## src/design/pfs_pkg.sv

```systemverilog
// Constants, types and register map of the port pin function select block.
// Assumes one 100 MHz clock, a synchronous active-low power-on reset and an
// APB master that drives the request fields as one packed struct.
// Function
// - Pin n mode field is register bits 2n+1 (upper) and 2n (lower).
// - Port D pins 4, 6: 00 alternate, 01 reserved, 10 pull-up, 11 plain in.
// - Port E, F and G selects are 16-bit read/write registers.
// - Port E power-on value is AAAA with strap high, 2AA8 with strap low.
// - Only power-on reset reloads selects; manual reset, standby, sleep keep them.
// - Port E pins 0, 7: 00 reserved, 01 output, 10 pull-up, 11 plain in.
// - Port E pins 2, 4, 5 allow alternate on 00; pins 1, 3, 6 reserve it.
// - Port F power-on value is AAAA with strap high, 00AA with strap low.
// - Port F: 00 alternate, 01 reserved, 10 pull-up, 11 plain input.
// - Port G power-on value is AAAA with strap high, A200 with strap low.
// - Port G: 00 alternate, 01 reserved, 10 pull-up, 11 plain input.
// - Pin G6 is the strap during reset, general G6 input right after release.
// - Port G pin 0 upper mode bit comes from register bit 3, not bit 1.
// - Strap low during power-on reset enters debug mode, high enters normal mode.

package pfs_pkg;

  // APB address width and register byte offsets.
  localparam int APB_AW = 8;
  localparam logic [APB_AW-1:0] OFS_PORT_D = 8'h00;
  localparam logic [APB_AW-1:0] OFS_PORT_E = 8'h04;
  localparam logic [APB_AW-1:0] OFS_PORT_F = 8'h08;
  localparam logic [APB_AW-1:0] OFS_PORT_G = 8'h0C;
  localparam logic [APB_AW-1:0] OFS_STATUS = 8'h10;

  // Status register field positions.
  localparam int STS_STRAP_BIT = 0;
  localparam int STS_DEBUG_BIT = 1;

  // Power-on values; port D is fixed, ports E, F and G follow the strap level.
  localparam logic [15:0] RST_D = 16'hAA8A;
  localparam logic [15:0] RST_STRAP_HI = 16'hAAAA;
  localparam logic [15:0] RST_E_STRAP_LO = 16'h2AA8;
  localparam logic [15:0] RST_F_STRAP_LO = 16'h00AA;
  localparam logic [15:0] RST_G_STRAP_LO = 16'hA200;

  // Per-pin legality of code 00 (alternate) and code 01 (output).
  localparam logic [7:0] D_ALT_OK = 8'hFF;
  localparam logic [7:0] D_OUT_OK = 8'hAF;
  localparam logic [7:0] E_ALT_OK = 8'h34;
  localparam logic [7:0] E_OUT_OK = 8'hFF;
  localparam logic [7:0] FG_ALT_OK = 8'hFF;
  localparam logic [7:0] FG_OUT_OK = 8'h00;

  // Register bit that carries the upper mode bit of port G pin 0.
  localparam int G0_HI_BIT = 3;

  // Mode codes of one pin.
  localparam logic [1:0] MODE_ALT = 2'h0;
  localparam logic [1:0] MODE_OUT = 2'h1;
  localparam logic [1:0] MODE_PULL = 2'h2;
  localparam logic [1:0] MODE_PLAIN = 2'h3;

  // Decoded pin controls of one 8-pin port.
  typedef struct packed {
    logic [7:0] alt_fn;
    logic [7:0] out_en;
    logic [7:0] in_en;
    logic [7:0] pull_up;
    logic [7:0] reserved;
  } pfs_port_ctl_t;

  // APB request from the master.
  typedef struct packed {
    logic psel;
    logic penable;
    logic pwrite;
    logic [APB_AW-1:0] paddr;
    logic [31:0] pwdata;
    logic [3:0] pstrb;
  } pfs_apb_req_t;

  // APB answer to the master.
  typedef struct packed {
    logic pready;
    logic [31:0] prdata;
    logic pslverr;
  } pfs_apb_rsp_t;

endpackage : pfs_pkg

```

## src/design/pfs_pin_decode.sv

```systemverilog
// Decoder from one 16-bit function select register to per-pin controls.
// Assumes the caller registers the result; this module is combinational.
`timescale 1ns/1ps

module pfs_pin_decode #(
  parameter logic [7:0] ALT_OK = 8'hFF,
  parameter logic [7:0] OUT_OK = 8'hFF,
  parameter bit G0_FIX = 1'b0
) (
  input wire logic [15:0] sel_i,
  output pfs_pkg::pfs_port_ctl_t ctl_o
);

  // Mode field of pin n, with the pin 0 upper bit taken elsewhere when asked.
  function automatic logic [1:0] pin_mode(input logic [15:0] r, input int n);
    logic hi;
    hi = r[2*n+1];
    if (G0_FIX && n == 0) begin
      hi = r[pfs_pkg::G0_HI_BIT];
    end
    return {hi, r[2*n]};
  endfunction : pin_mode

  // Turns each code into pin controls, pull-up with input enable; illegal codes show as reserved.
  always_comb begin
    ctl_o = '0;
    for (int n = 0; n < 8; n++) begin
      case (pin_mode(sel_i, n))
        pfs_pkg::MODE_ALT: begin
          ctl_o.alt_fn[n] = ALT_OK[n];
          ctl_o.reserved[n] = ~ALT_OK[n];
        end
        pfs_pkg::MODE_OUT: begin
          ctl_o.out_en[n] = OUT_OK[n];
          ctl_o.reserved[n] = ~OUT_OK[n];
        end
        pfs_pkg::MODE_PULL: begin
          ctl_o.in_en[n] = 1'b1;
          ctl_o.pull_up[n] = 1'b1;
        end
        default: begin
          ctl_o.in_en[n] = 1'b1;
        end
      endcase
    end
  end

endmodule : pfs_pin_decode

```

## src/design/pfs_top.sv

```systemverilog
// Port pin function select: APB register file for ports D to G, strap
// capture during power-on reset, and registered per-pin control outputs.
// Assumes pin_g6_i is an asynchronous pin and rst_b_i is the power-on reset;
// manual reset, standby and sleep never reach this block.
//
// Decided for this implementation: the APB interface to the registers and the address map.
`timescale 1ns/1ps

module pfs_top (
  input wire logic clk_sys_i,
  input wire logic rst_b_i,
  input pfs_pkg::pfs_apb_req_t apb_req_i,
  output pfs_pkg::pfs_apb_rsp_t apb_rsp_o,
  input wire logic pin_g6_i,
  output logic port_g6_input_o,
  output logic debug_mode_o,
  output pfs_pkg::pfs_port_ctl_t port_d_ctl_o,
  output pfs_pkg::pfs_port_ctl_t port_e_ctl_o,
  output pfs_pkg::pfs_port_ctl_t port_f_ctl_o,
  output pfs_pkg::pfs_port_ctl_t port_g_ctl_o
);

  ////////////////////////////////////////////////////////////////////////////
  // State.

  // All flip-flops of the block.
  typedef struct packed {
    logic g6_meta;
    logic g6_sync;
    logic strap;
    logic [15:0] sel_d;
    logic [15:0] sel_e;
    logic [15:0] sel_f;
    logic [15:0] sel_g;
    pfs_pkg::pfs_apb_rsp_t rsp;
    logic g6_in;
    logic debug_mode;
    pfs_pkg::pfs_port_ctl_t ctl_d;
    pfs_pkg::pfs_port_ctl_t ctl_e;
    pfs_pkg::pfs_port_ctl_t ctl_f;
    pfs_pkg::pfs_port_ctl_t ctl_g;
  } pfs_state_t;

  pfs_state_t s;
  pfs_state_t next_s;
  pfs_pkg::pfs_port_ctl_t dec_d;
  pfs_pkg::pfs_port_ctl_t dec_e;
  pfs_pkg::pfs_port_ctl_t dec_f;
  pfs_pkg::pfs_port_ctl_t dec_g;
  logic acc;
  logic done;

  ////////////////////////////////////////////////////////////////////////////
  // Helpers.

  // Applies the two low byte lanes of a write to a 16-bit register.
  function automatic logic [15:0] wr16(input logic [15:0] old,
                                       input logic [31:0] wd,
                                       input logic [3:0] strb);
    logic [15:0] r;
    r = old;
    if (strb[0]) begin
      r[7:0] = wd[7:0];
    end
    if (strb[1]) begin
      r[15:8] = wd[15:8];
    end
    return r;
  endfunction : wr16

  // Says whether an address hits one of the mapped registers.
  function automatic logic is_mapped(input logic [pfs_pkg::APB_AW-1:0] a);
    return a == pfs_pkg::OFS_PORT_D || a == pfs_pkg::OFS_PORT_E ||
           a == pfs_pkg::OFS_PORT_F || a == pfs_pkg::OFS_PORT_G ||
           a == pfs_pkg::OFS_STATUS;
  endfunction : is_mapped

  ////////////////////////////////////////////////////////////////////////////
  // Pin decoders, one per port, fed from the current registers.

  // Port D: pins 4 and 6 reserve the output code.
  pfs_pin_decode #(
    .ALT_OK(pfs_pkg::D_ALT_OK),
    .OUT_OK(pfs_pkg::D_OUT_OK),
    .G0_FIX(1'b0)
  ) u_dec_d (
    .sel_i(s.sel_d),
    .ctl_o(dec_d)
  );

  // Port E: alternate only on pins 2, 4 and 5.
  pfs_pin_decode #(
    .ALT_OK(pfs_pkg::E_ALT_OK),
    .OUT_OK(pfs_pkg::E_OUT_OK),
    .G0_FIX(1'b0)
  ) u_dec_e (
    .sel_i(s.sel_e),
    .ctl_o(dec_e)
  );

  // Port F: input-only port.
  pfs_pin_decode #(
    .ALT_OK(pfs_pkg::FG_ALT_OK),
    .OUT_OK(pfs_pkg::FG_OUT_OK),
    .G0_FIX(1'b0)
  ) u_dec_f (
    .sel_i(s.sel_f),
    .ctl_o(dec_f)
  );

  // Port G: input-only port with the pin 0 upper bit moved.
  pfs_pin_decode #(
    .ALT_OK(pfs_pkg::FG_ALT_OK),
    .OUT_OK(pfs_pkg::FG_OUT_OK),
    .G0_FIX(1'b1)
  ) u_dec_g (
    .sel_i(s.sel_g),
    .ctl_o(dec_g)
  );

  ////////////////////////////////////////////////////////////////////////////
  // Next state.

  // An access phase is answered one cycle later; done marks the taking edge.
  assign acc = apb_req_i.psel & apb_req_i.penable;
  assign done = acc & s.rsp.pready;

  // Fills the next state: synchroniser, strap, registers, APB answer, outputs.
  always_comb begin
    next_s = s;

    // The pin is read only through two flops, even while in reset.
    next_s.g6_meta = pin_g6_i;
    next_s.g6_sync = s.g6_meta;

    // Pin controls follow the registers with one cycle of delay.
    next_s.ctl_d = dec_d;
    next_s.ctl_e = dec_e;
    next_s.ctl_f = dec_f;
    next_s.ctl_g = dec_g;

    if (!rst_b_i) begin
      // Power-on reset: the pin is the strap and sets the E, F and G power-on values.
      next_s.strap = s.g6_sync;
      next_s.debug_mode = ~s.g6_sync;
      next_s.g6_in = 1'b0;
      next_s.sel_d = pfs_pkg::RST_D;
      next_s.sel_e = s.g6_sync ? pfs_pkg::RST_STRAP_HI
                               : pfs_pkg::RST_E_STRAP_LO;
      next_s.sel_f = s.g6_sync ? pfs_pkg::RST_STRAP_HI
                               : pfs_pkg::RST_F_STRAP_LO;
      next_s.sel_g = s.g6_sync ? pfs_pkg::RST_STRAP_HI
                               : pfs_pkg::RST_G_STRAP_LO;
      next_s.rsp = '0;
    end else begin
      // After release the pin is an ordinary port G6 input.
      next_s.g6_in = s.g6_sync;

      // Wait state: ready rises after the first access cycle, so it is high in the second, and falls after taking.
      next_s.rsp.pready = acc & ~s.rsp.pready;
      if (acc && !s.rsp.pready) begin
        next_s.rsp.pslverr = ~is_mapped(apb_req_i.paddr);
        next_s.rsp.prdata = '0;
        if (!apb_req_i.pwrite) begin
          case (apb_req_i.paddr)
            pfs_pkg::OFS_PORT_D: begin
              next_s.rsp.prdata[15:0] = s.sel_d;
            end
            pfs_pkg::OFS_PORT_E: begin
              next_s.rsp.prdata[15:0] = s.sel_e;
            end
            pfs_pkg::OFS_PORT_F: begin
              next_s.rsp.prdata[15:0] = s.sel_f;
            end
            pfs_pkg::OFS_PORT_G: begin
              next_s.rsp.prdata[15:0] = s.sel_g;
            end
            pfs_pkg::OFS_STATUS: begin
              next_s.rsp.prdata[pfs_pkg::STS_STRAP_BIT] = s.strap;
              next_s.rsp.prdata[pfs_pkg::STS_DEBUG_BIT] = s.debug_mode;
            end
            default: begin
              next_s.rsp.prdata = '0;
            end
          endcase
        end
      end else if (!acc) begin
        next_s.rsp.pslverr = 1'b0;
        next_s.rsp.prdata = '0;
      end

      // Writes land only at the edge that sees ready; status ignores them.
      if (done && apb_req_i.pwrite) begin
        case (apb_req_i.paddr)
          pfs_pkg::OFS_PORT_D: begin
            next_s.sel_d = wr16(s.sel_d, apb_req_i.pwdata, apb_req_i.pstrb);
          end
          pfs_pkg::OFS_PORT_E: begin
            next_s.sel_e = wr16(s.sel_e, apb_req_i.pwdata,
                                apb_req_i.pstrb);
          end
          pfs_pkg::OFS_PORT_F: begin
            next_s.sel_f = wr16(s.sel_f, apb_req_i.pwdata,
                                apb_req_i.pstrb);
          end
          pfs_pkg::OFS_PORT_G: begin
            next_s.sel_g = wr16(s.sel_g, apb_req_i.pwdata,
                                apb_req_i.pstrb);
          end
          default: begin
            next_s.sel_g = s.sel_g;
          end
        endcase
      end
    end
  end

  ////////////////////////////////////////////////////////////////////////////
  // Registers.

  // Only the power-on reset input reloads the selects, so no other reset,
  // standby or sleep condition can disturb them.
  always_ff @(posedge clk_sys_i) begin
    s <= next_s;
  end

  ////////////////////////////////////////////////////////////////////////////
  // Outputs, each straight from a flop.

  // Drives the ports from the state register.
  assign apb_rsp_o = s.rsp;
  assign port_g6_input_o = s.g6_in;
  assign debug_mode_o = s.debug_mode;
  assign port_d_ctl_o = s.ctl_d;
  assign port_e_ctl_o = s.ctl_e;
  assign port_f_ctl_o = s.ctl_f;
  assign port_g_ctl_o = s.ctl_g;

endmodule : pfs_top

```

## config.mk

```make
export PLATFORM = sky130hd
export DESIGN_NAME = pfs_top
export DESIGN_NICKNAME = d
export VERILOG_FILES = /design/src/design/pfs_pkg.sv /design/src/design/pfs_pin_decode.sv /design/src/design/pfs_top.sv
export SDC_FILE = /design/constraint.sdc
export NUM_CORES = 1
export LEC_CHECK = 0
export ABC_CLOCK_PERIOD_IN_PS = 2650
export BUFFER_PORTS_ARGS = -buffer_cell sky130_fd_sc_hd__buf_2
export CAP_MARGIN = 40
export CORE_MARGIN = 2
export CORE_UTILIZATION = 51
export CTS_CLUSTER_SIZE = 14
export DETAILED_ROUTE_END_ITERATION = 12
export GPL_TIMING_DRIVEN = 0
export HOLD_SLACK_MARGIN = 0.02
export PLACE_DENSITY = 0.85
export SETUP_SLACK_MARGIN = 0.02
export SLEW_MARGIN = 25
export SYNTH_ARGS = -nofsm -noshare
export SYNTH_HDL_FRONTEND = slang
export SYNTH_SLANG_ARGS = --single-unit
```

## constraint.sdc

```tcl
create_clock -name clk_sys_i -period 2.65 [get_ports clk_sys_i]
set_clock_uncertainty 0.2 [all_clocks]
set_input_delay 0.1325 -clock clk_sys_i [delete_from_list [all_inputs] [get_ports clk_sys_i]]
set_output_delay 0.1325 -clock clk_sys_i [all_outputs]
set_load 0.01 [all_outputs]
```

=== Yosys cells after proc, flatten, opt, wreduce, memory -nomap -nowiden ===
Index checks and enable logic that the tools add are counted.

* Output and inout bits: 196
* Input bits: 50
* Register bits after elaboration: 231
* Word-level logic and storage cells: 338

* Bitwise logic cells: 6
* Reduce and logical (&&, ||, !) cells: 80
* Eq/ne operators: 75
* Mux-type cells: 143

{| class="wikitable"
|+ Operators with widths
! operator !! number
|-
| 2-to-1 mux 1 bit || 128
|-
| 2-to-1 mux 16 bit || 6
|-
| 2-to-1 mux 83 bit || 1
|-
| 2-to-1 mux 33 bit || 2
|-
| == test 2 x 1 -> 1 bit (second input constant) || 32
|-
| == test 2 bit (second input constant) || 32
|-
| zero test 2 bit || 32
|-
| OR reduction 2 bit || 32
|-
| case mux 14 bit (4 select lines) || 1
|-
| 2-to-1 mux 48 bit || 1
|-
| AND reduction 3 bit || 8
|-
| == test 8 x 4 -> 1 bit (second input constant) || 2
|-
| 2-to-1 mux 8 bit || 2
|-
| != test 2 x 1 -> 1 bit (second input constant) || 7
|-
| 2-to-1 mux 12 bit || 1
|-
| case mux 2 bit (5 select lines) || 1
|-
| == test 8 x 3 -> 1 bit (second input constant) || 1
|-
| == test 8 x 5 -> 1 bit (second input constant) || 1
|-
| zero test 8 bit || 1
|-
| logical OR 1 bit || 4
|-
| bitwise AND 1 bit || 3
|-
| inverter 1 bit || 3
|-
| logical AND 1 bit || 2
|-
| zero test 1 bit || 1
|}

=== Logic depth before layout (Yosys ltp) ===
* Word-level depth: 8
* Mapped depth: 6
* Depth with buffers taken out: 4

=== Cells and area by module ===
A second synthesis with hierarchy kept.

* Cell total of the unflattened synthesis: 804
* Area total of the unflattened synthesis: 9181.3 µm²

{| class="wikitable"
|+ By module, submodules not included
! module !! cells each !! instances !! seq. area each (µm²) !! area each (µm²)
|-
| pfs_top || 640 || 1 || 5445.2 || 8230.4
|-
| pfs_pin_decode at u_dec_d ... || 41 || 2 || 0.0 || 244.0
|-
| pfs_pin_decode at u_dec_e || 41 || 1 || 0.0 || 236.5
|-
| pfs_pin_decode at u_dec_g || 41 || 1 || 0.0 || 226.5
|}

=== Worst setup path before layout ===
OpenSTA, ideal clock, no wires.

* Path kind: input -> register
* Start: input port apb_req_i[39] in the netlist's numbering
* End: register s[212] in the netlist's numbering, enable pin
* Cell stages on the path: 5
* Path slack: 345 ps
* Data required time: 2063 ps
* Data arrival time: 1719 ps
* Buffers on the path: 3
* Library setup time: 387 ps
* Cells stage by stage: buf_2 > or3b_1 > clkbuf_1 > buf_2 > o31ai_1

* Longest elaborated chain between the ends: 3

{| class="wikitable"
|+ RTL lines
! what !! RTL line !! RTL
|-
| start: declaration || pfs_top.sv:12 || <nowiki>input pfs_pkg::pfs_apb_req_t apb_req_i,</nowiki>
|-
| == test 8 x 4 -> 1 bit || pfs_top.sv:194 || <nowiki>case (apb_req_i.paddr)</nowiki>
|-
| != test 2 x 1 -> 1 bit (no source line) || n/a ||
|-
| AND reduction 3 bit (no source line) || n/a ||
|-
| end signal: assignment || pfs_top.sv:224 || <nowiki>s <= next_s;</nowiki>
|-
| end: declaration || pfs_top.sv:44 || <nowiki>pfs_state_t s;</nowiki>
|}

No other way between the ends.
A chain may end at the register's enable or synchronous reset.

=== Worst setup path after layout ===
* Start: input port apb_req_i[39] in the netlist's numbering
* End: register s[218] in the netlist's numbering, enable pin

The elaborated chain is that of the path after synthesis.

==> results.json <==
{
  "status": "finished, final reports clean",
  "crit_fanout": 10,
  "maxSlewViolCount": 0,
  "initial_core_util_pct": 52.0,
  "final_common_cell": "buf_4",
  "hold_viol": 0,
  "slowest_delay_ns": 0.54,
  "ys_types": 40,
  "ys_seq_area_share_pct": 58.4,
  "drtPass1Iterations": 4,
  "hpwl_um": 12600,
  "synthCells": 740,
  "fill_cells": 1189,
  "die_area_sq_um": 17200,
  "antenna_found_initial": 2,
  "htree_levels": 1,
  "hp-class": "input pin to register",
  "relSlewSlack_pct": 49.3,
  "synthToLayoutAreaGrowth_pct": 30.4,
  "leakage_nw": 5.28,
  "synthAdderAreaFrac_pct": 0,
  "layout.nets": 1077,
  "die_h_um": 131,
  "p_sw_share_pct": 21.6,
  "crit_path_start_kind": "input pin",
  "cap_viol_max_count": 0,
  "fmaxAchievable_mhz": 392,
  "grt_first_pass_wirelength_um": 26000,
  "crit_arrival_ns": 2.56,
  "clkPwrFrac_pct": 42.6,
  "synth_top_family_by_area": "buffers and inverters",
  "ant_nets": 0,
  "period_needed_ns": 2.55,
  "worstMarginPinSlew_ns": 0.761,
  "synth-xor-area-share_pct": 0,
  "grt-ovfl-total": 0,
  "critPathTopFamily": "buffers and inverters",
  "endpoint_kind": "register",
  "viasPerCell": 4.38,
  "p_switching_w": 0.00163,
  "synthMuxAreaShare_pct": 4.91,
  "wirelength_um": 17600,
  "post_cts_buffers": 0,
  "wl_per_cell_um": 14.0,
  "cts.path.max_buffers": 3,
  "combPwrFrac_pct": 9.3,
  "grt_pass1_vias": 5081,
  "clock_latency_ns": 0.49,
  "clkTransAtPathRegs_ns": 0.06,
  "cts_tree": "yes",
  "rsz0062_at_grt": "no",
  "p_per_area_nw_per_um2": 705,
  "mappedNetlistArea_sq_um": 8230,
  "via_count": 5520,
  "gr-usage-all-layers_pct": 19.9,
  "cts_sinks": 215,
  "irDropWorstVdd_uv": 529,
  "syn_avg_cell_area_sq_um": 11.1,
  "fin_util_pct": 67.8,
  "internal-power_w": 0.00594,
  "async_flop_share_pct": 0,
  "worst_path_max_delay_cell": "o31ai_2",
  "cts-root-buf": "clkbuf_16",
  "synth.area.top_cells": "dfxtp_1, edfxtp_1, buf_4",
  "synth-compound-area-share_pct": 4.27,
  "synth_ff_type": "dfxtp_1",
  "ios": 246,
  "yosys_warnings": 0,
  "path_class": "input pin to register",
  "crit_chain": "dlygate4sd3_1 -> buf_2 -> or3b_1 -> clkbuf_1 -> buf_2 -> o31ai_2 -> buf_4",
  "stdcell_area_sq_um": 10700,
  "synth_simple_gate_area_share_pct": 11.6,
  "pwr-share-seq_pct": 48.1,
  "drc": 0,
  "grt_max_degree": 16,
  "synth_seq_cells": 215,
  "core-area_sq_um": 15800,
  "final_cell_mix": "buf_4, buf_2, dfxtp_1",
  "finalSetupViolCount": 0,
  "gp_congestion": 0.816,
  "required_ns": 2.66,
  "drive_above_1_share_pct": 41.7,
  "synth_top_area_share_pct": 40.2,
  "drt_iter0_drc": 344,
  "io_buffers": 176,
  "die_w_um": 131,
  "yosysTopAreaCell": "dfxtp_1",
  "rows": 46,
  "period_share_pct": 96.2,
  "critPathBufInv": 5,
  "place_area_sq_um": 9600,
  "synth_edf_count": 50,
  "numCtsBuffers": 22,
  "cp_common_cell": "buf_2"
}
[Yosys cell counts, types with 8 or more instances]
master and number:
nand3_1 11, a32o_2 8, dfxtp_1 165, nor2_1 37, o21ai_1 9, nor2b_1 66, mux2i_1 37, inv_1 13
edfxtp_1 50, buf_4 194, clkbuf_1 42, nand2b_1 8, nand2_1 38, o22ai_1 13
[routing by layer]
metal  up-vias  part of all wire (%)  track usage [%]
met2       207                    49             34.4
met4         0                   2.9             7.51
li1       2743                     -                -
met3        37                   7.5             4.64
met1      2533                    41             24.3
met5         -                     0                0
[cell families (layout without fill, tap and decap cells)]
logic type      count (synthesis)  after routing
buf+inv                       258            513
flops                         215            215
mux                            39             39
other cells                     1             50
simple gates                  179            179
compound gates                 48             48
[worst register-to-register path, delay by kind of cell (launching register included)]
kind            cells  cell delay (ns)
compound gates      1             0.19
buf+inv             1             0.70
flops               1             0.36
simple gates        2             0.83
[flip-flops by register name, indices dropped and copies added (netlist names)]
register and cells:
s 66, port_d_ctl_o 32, port_f_ctl_o 32, debug_mode_o 1
port_g_ctl_o 32, next_s 1, port_e_ctl_o 32, port_g6_input_o 1
apb_rsp_o 18
[timing repair]
item / CTS / global route
hold buffers: 34 / 0
resized for setup: 0 / 0
endpoints found under the hold margin: 78 / 0
[power by group through the flow]
stage          clock (W)  combinational, W  sequential (W)
2_1_floorplan          0          0.000468         0.00368
3_3_place_gp           0          0.000647         0.00370
3_5_place_dp           0          0.000665         0.00371
4_1_cts          0.00327          0.000704         0.00364
5_1_grt          0.00342          0.000771         0.00366
6_report         0.00323          0.000706         0.00364
[stage by stage]
step           setup WS, ns  hold slack (ns)  total power (W)  setup TNS [ns]  cells
2_1_floorplan         0.345          -0.0398          0.00414               0    787
3_3_place_gp         -0.374           0.0375          0.00435          -11.94   1179
3_5_place_dp          0.147           0.0385          0.00438               0   1184
4_1_cts              0.0824           0.0234          0.00762               0   1257
5_1_grt              0.0369           0.0633          0.00785               0   1259
6_report              0.102           0.0602          0.00757               0   1260
[final timing paths]
check,startpoint,end,slack [ns],cells past startpoint
max,apb_req_i[39],s[218]$_DFFE_PP_,0.10,7
min,apb_req_i[37],apb_rsp_o[2]$_SDFFE_PN0P_,0.06,4
max reg2reg,apb_rsp_o[33]$_SDFF_PN0_,apb_rsp_o[3]$_SDFFE_PN0P_,0.31,4
min reg2reg,next_s[261]$_DFF_P_,s[261]$_DFF_P_,0.13,0
[final cells by class]
cell class / count / area (sq um) / area share, %
repair buffers: 216 / 1260 / 11.8
clock inverters: 6 / 83.8 / 0.781
plain buffers: 245 / 1660 / 15.5
flip-flops and latches: 215 / 4800 / 44.8
diodes: 2 / 5.00 / 0.0466
multi-input cells: 314 / 1900 / 17.7
inverters: 13 / 48.8 / 0.455
well taps: 216 / 270 / 2.52
clock buffers: 33 / 696 / 6.48
Power figures use the tool's default switching activity.
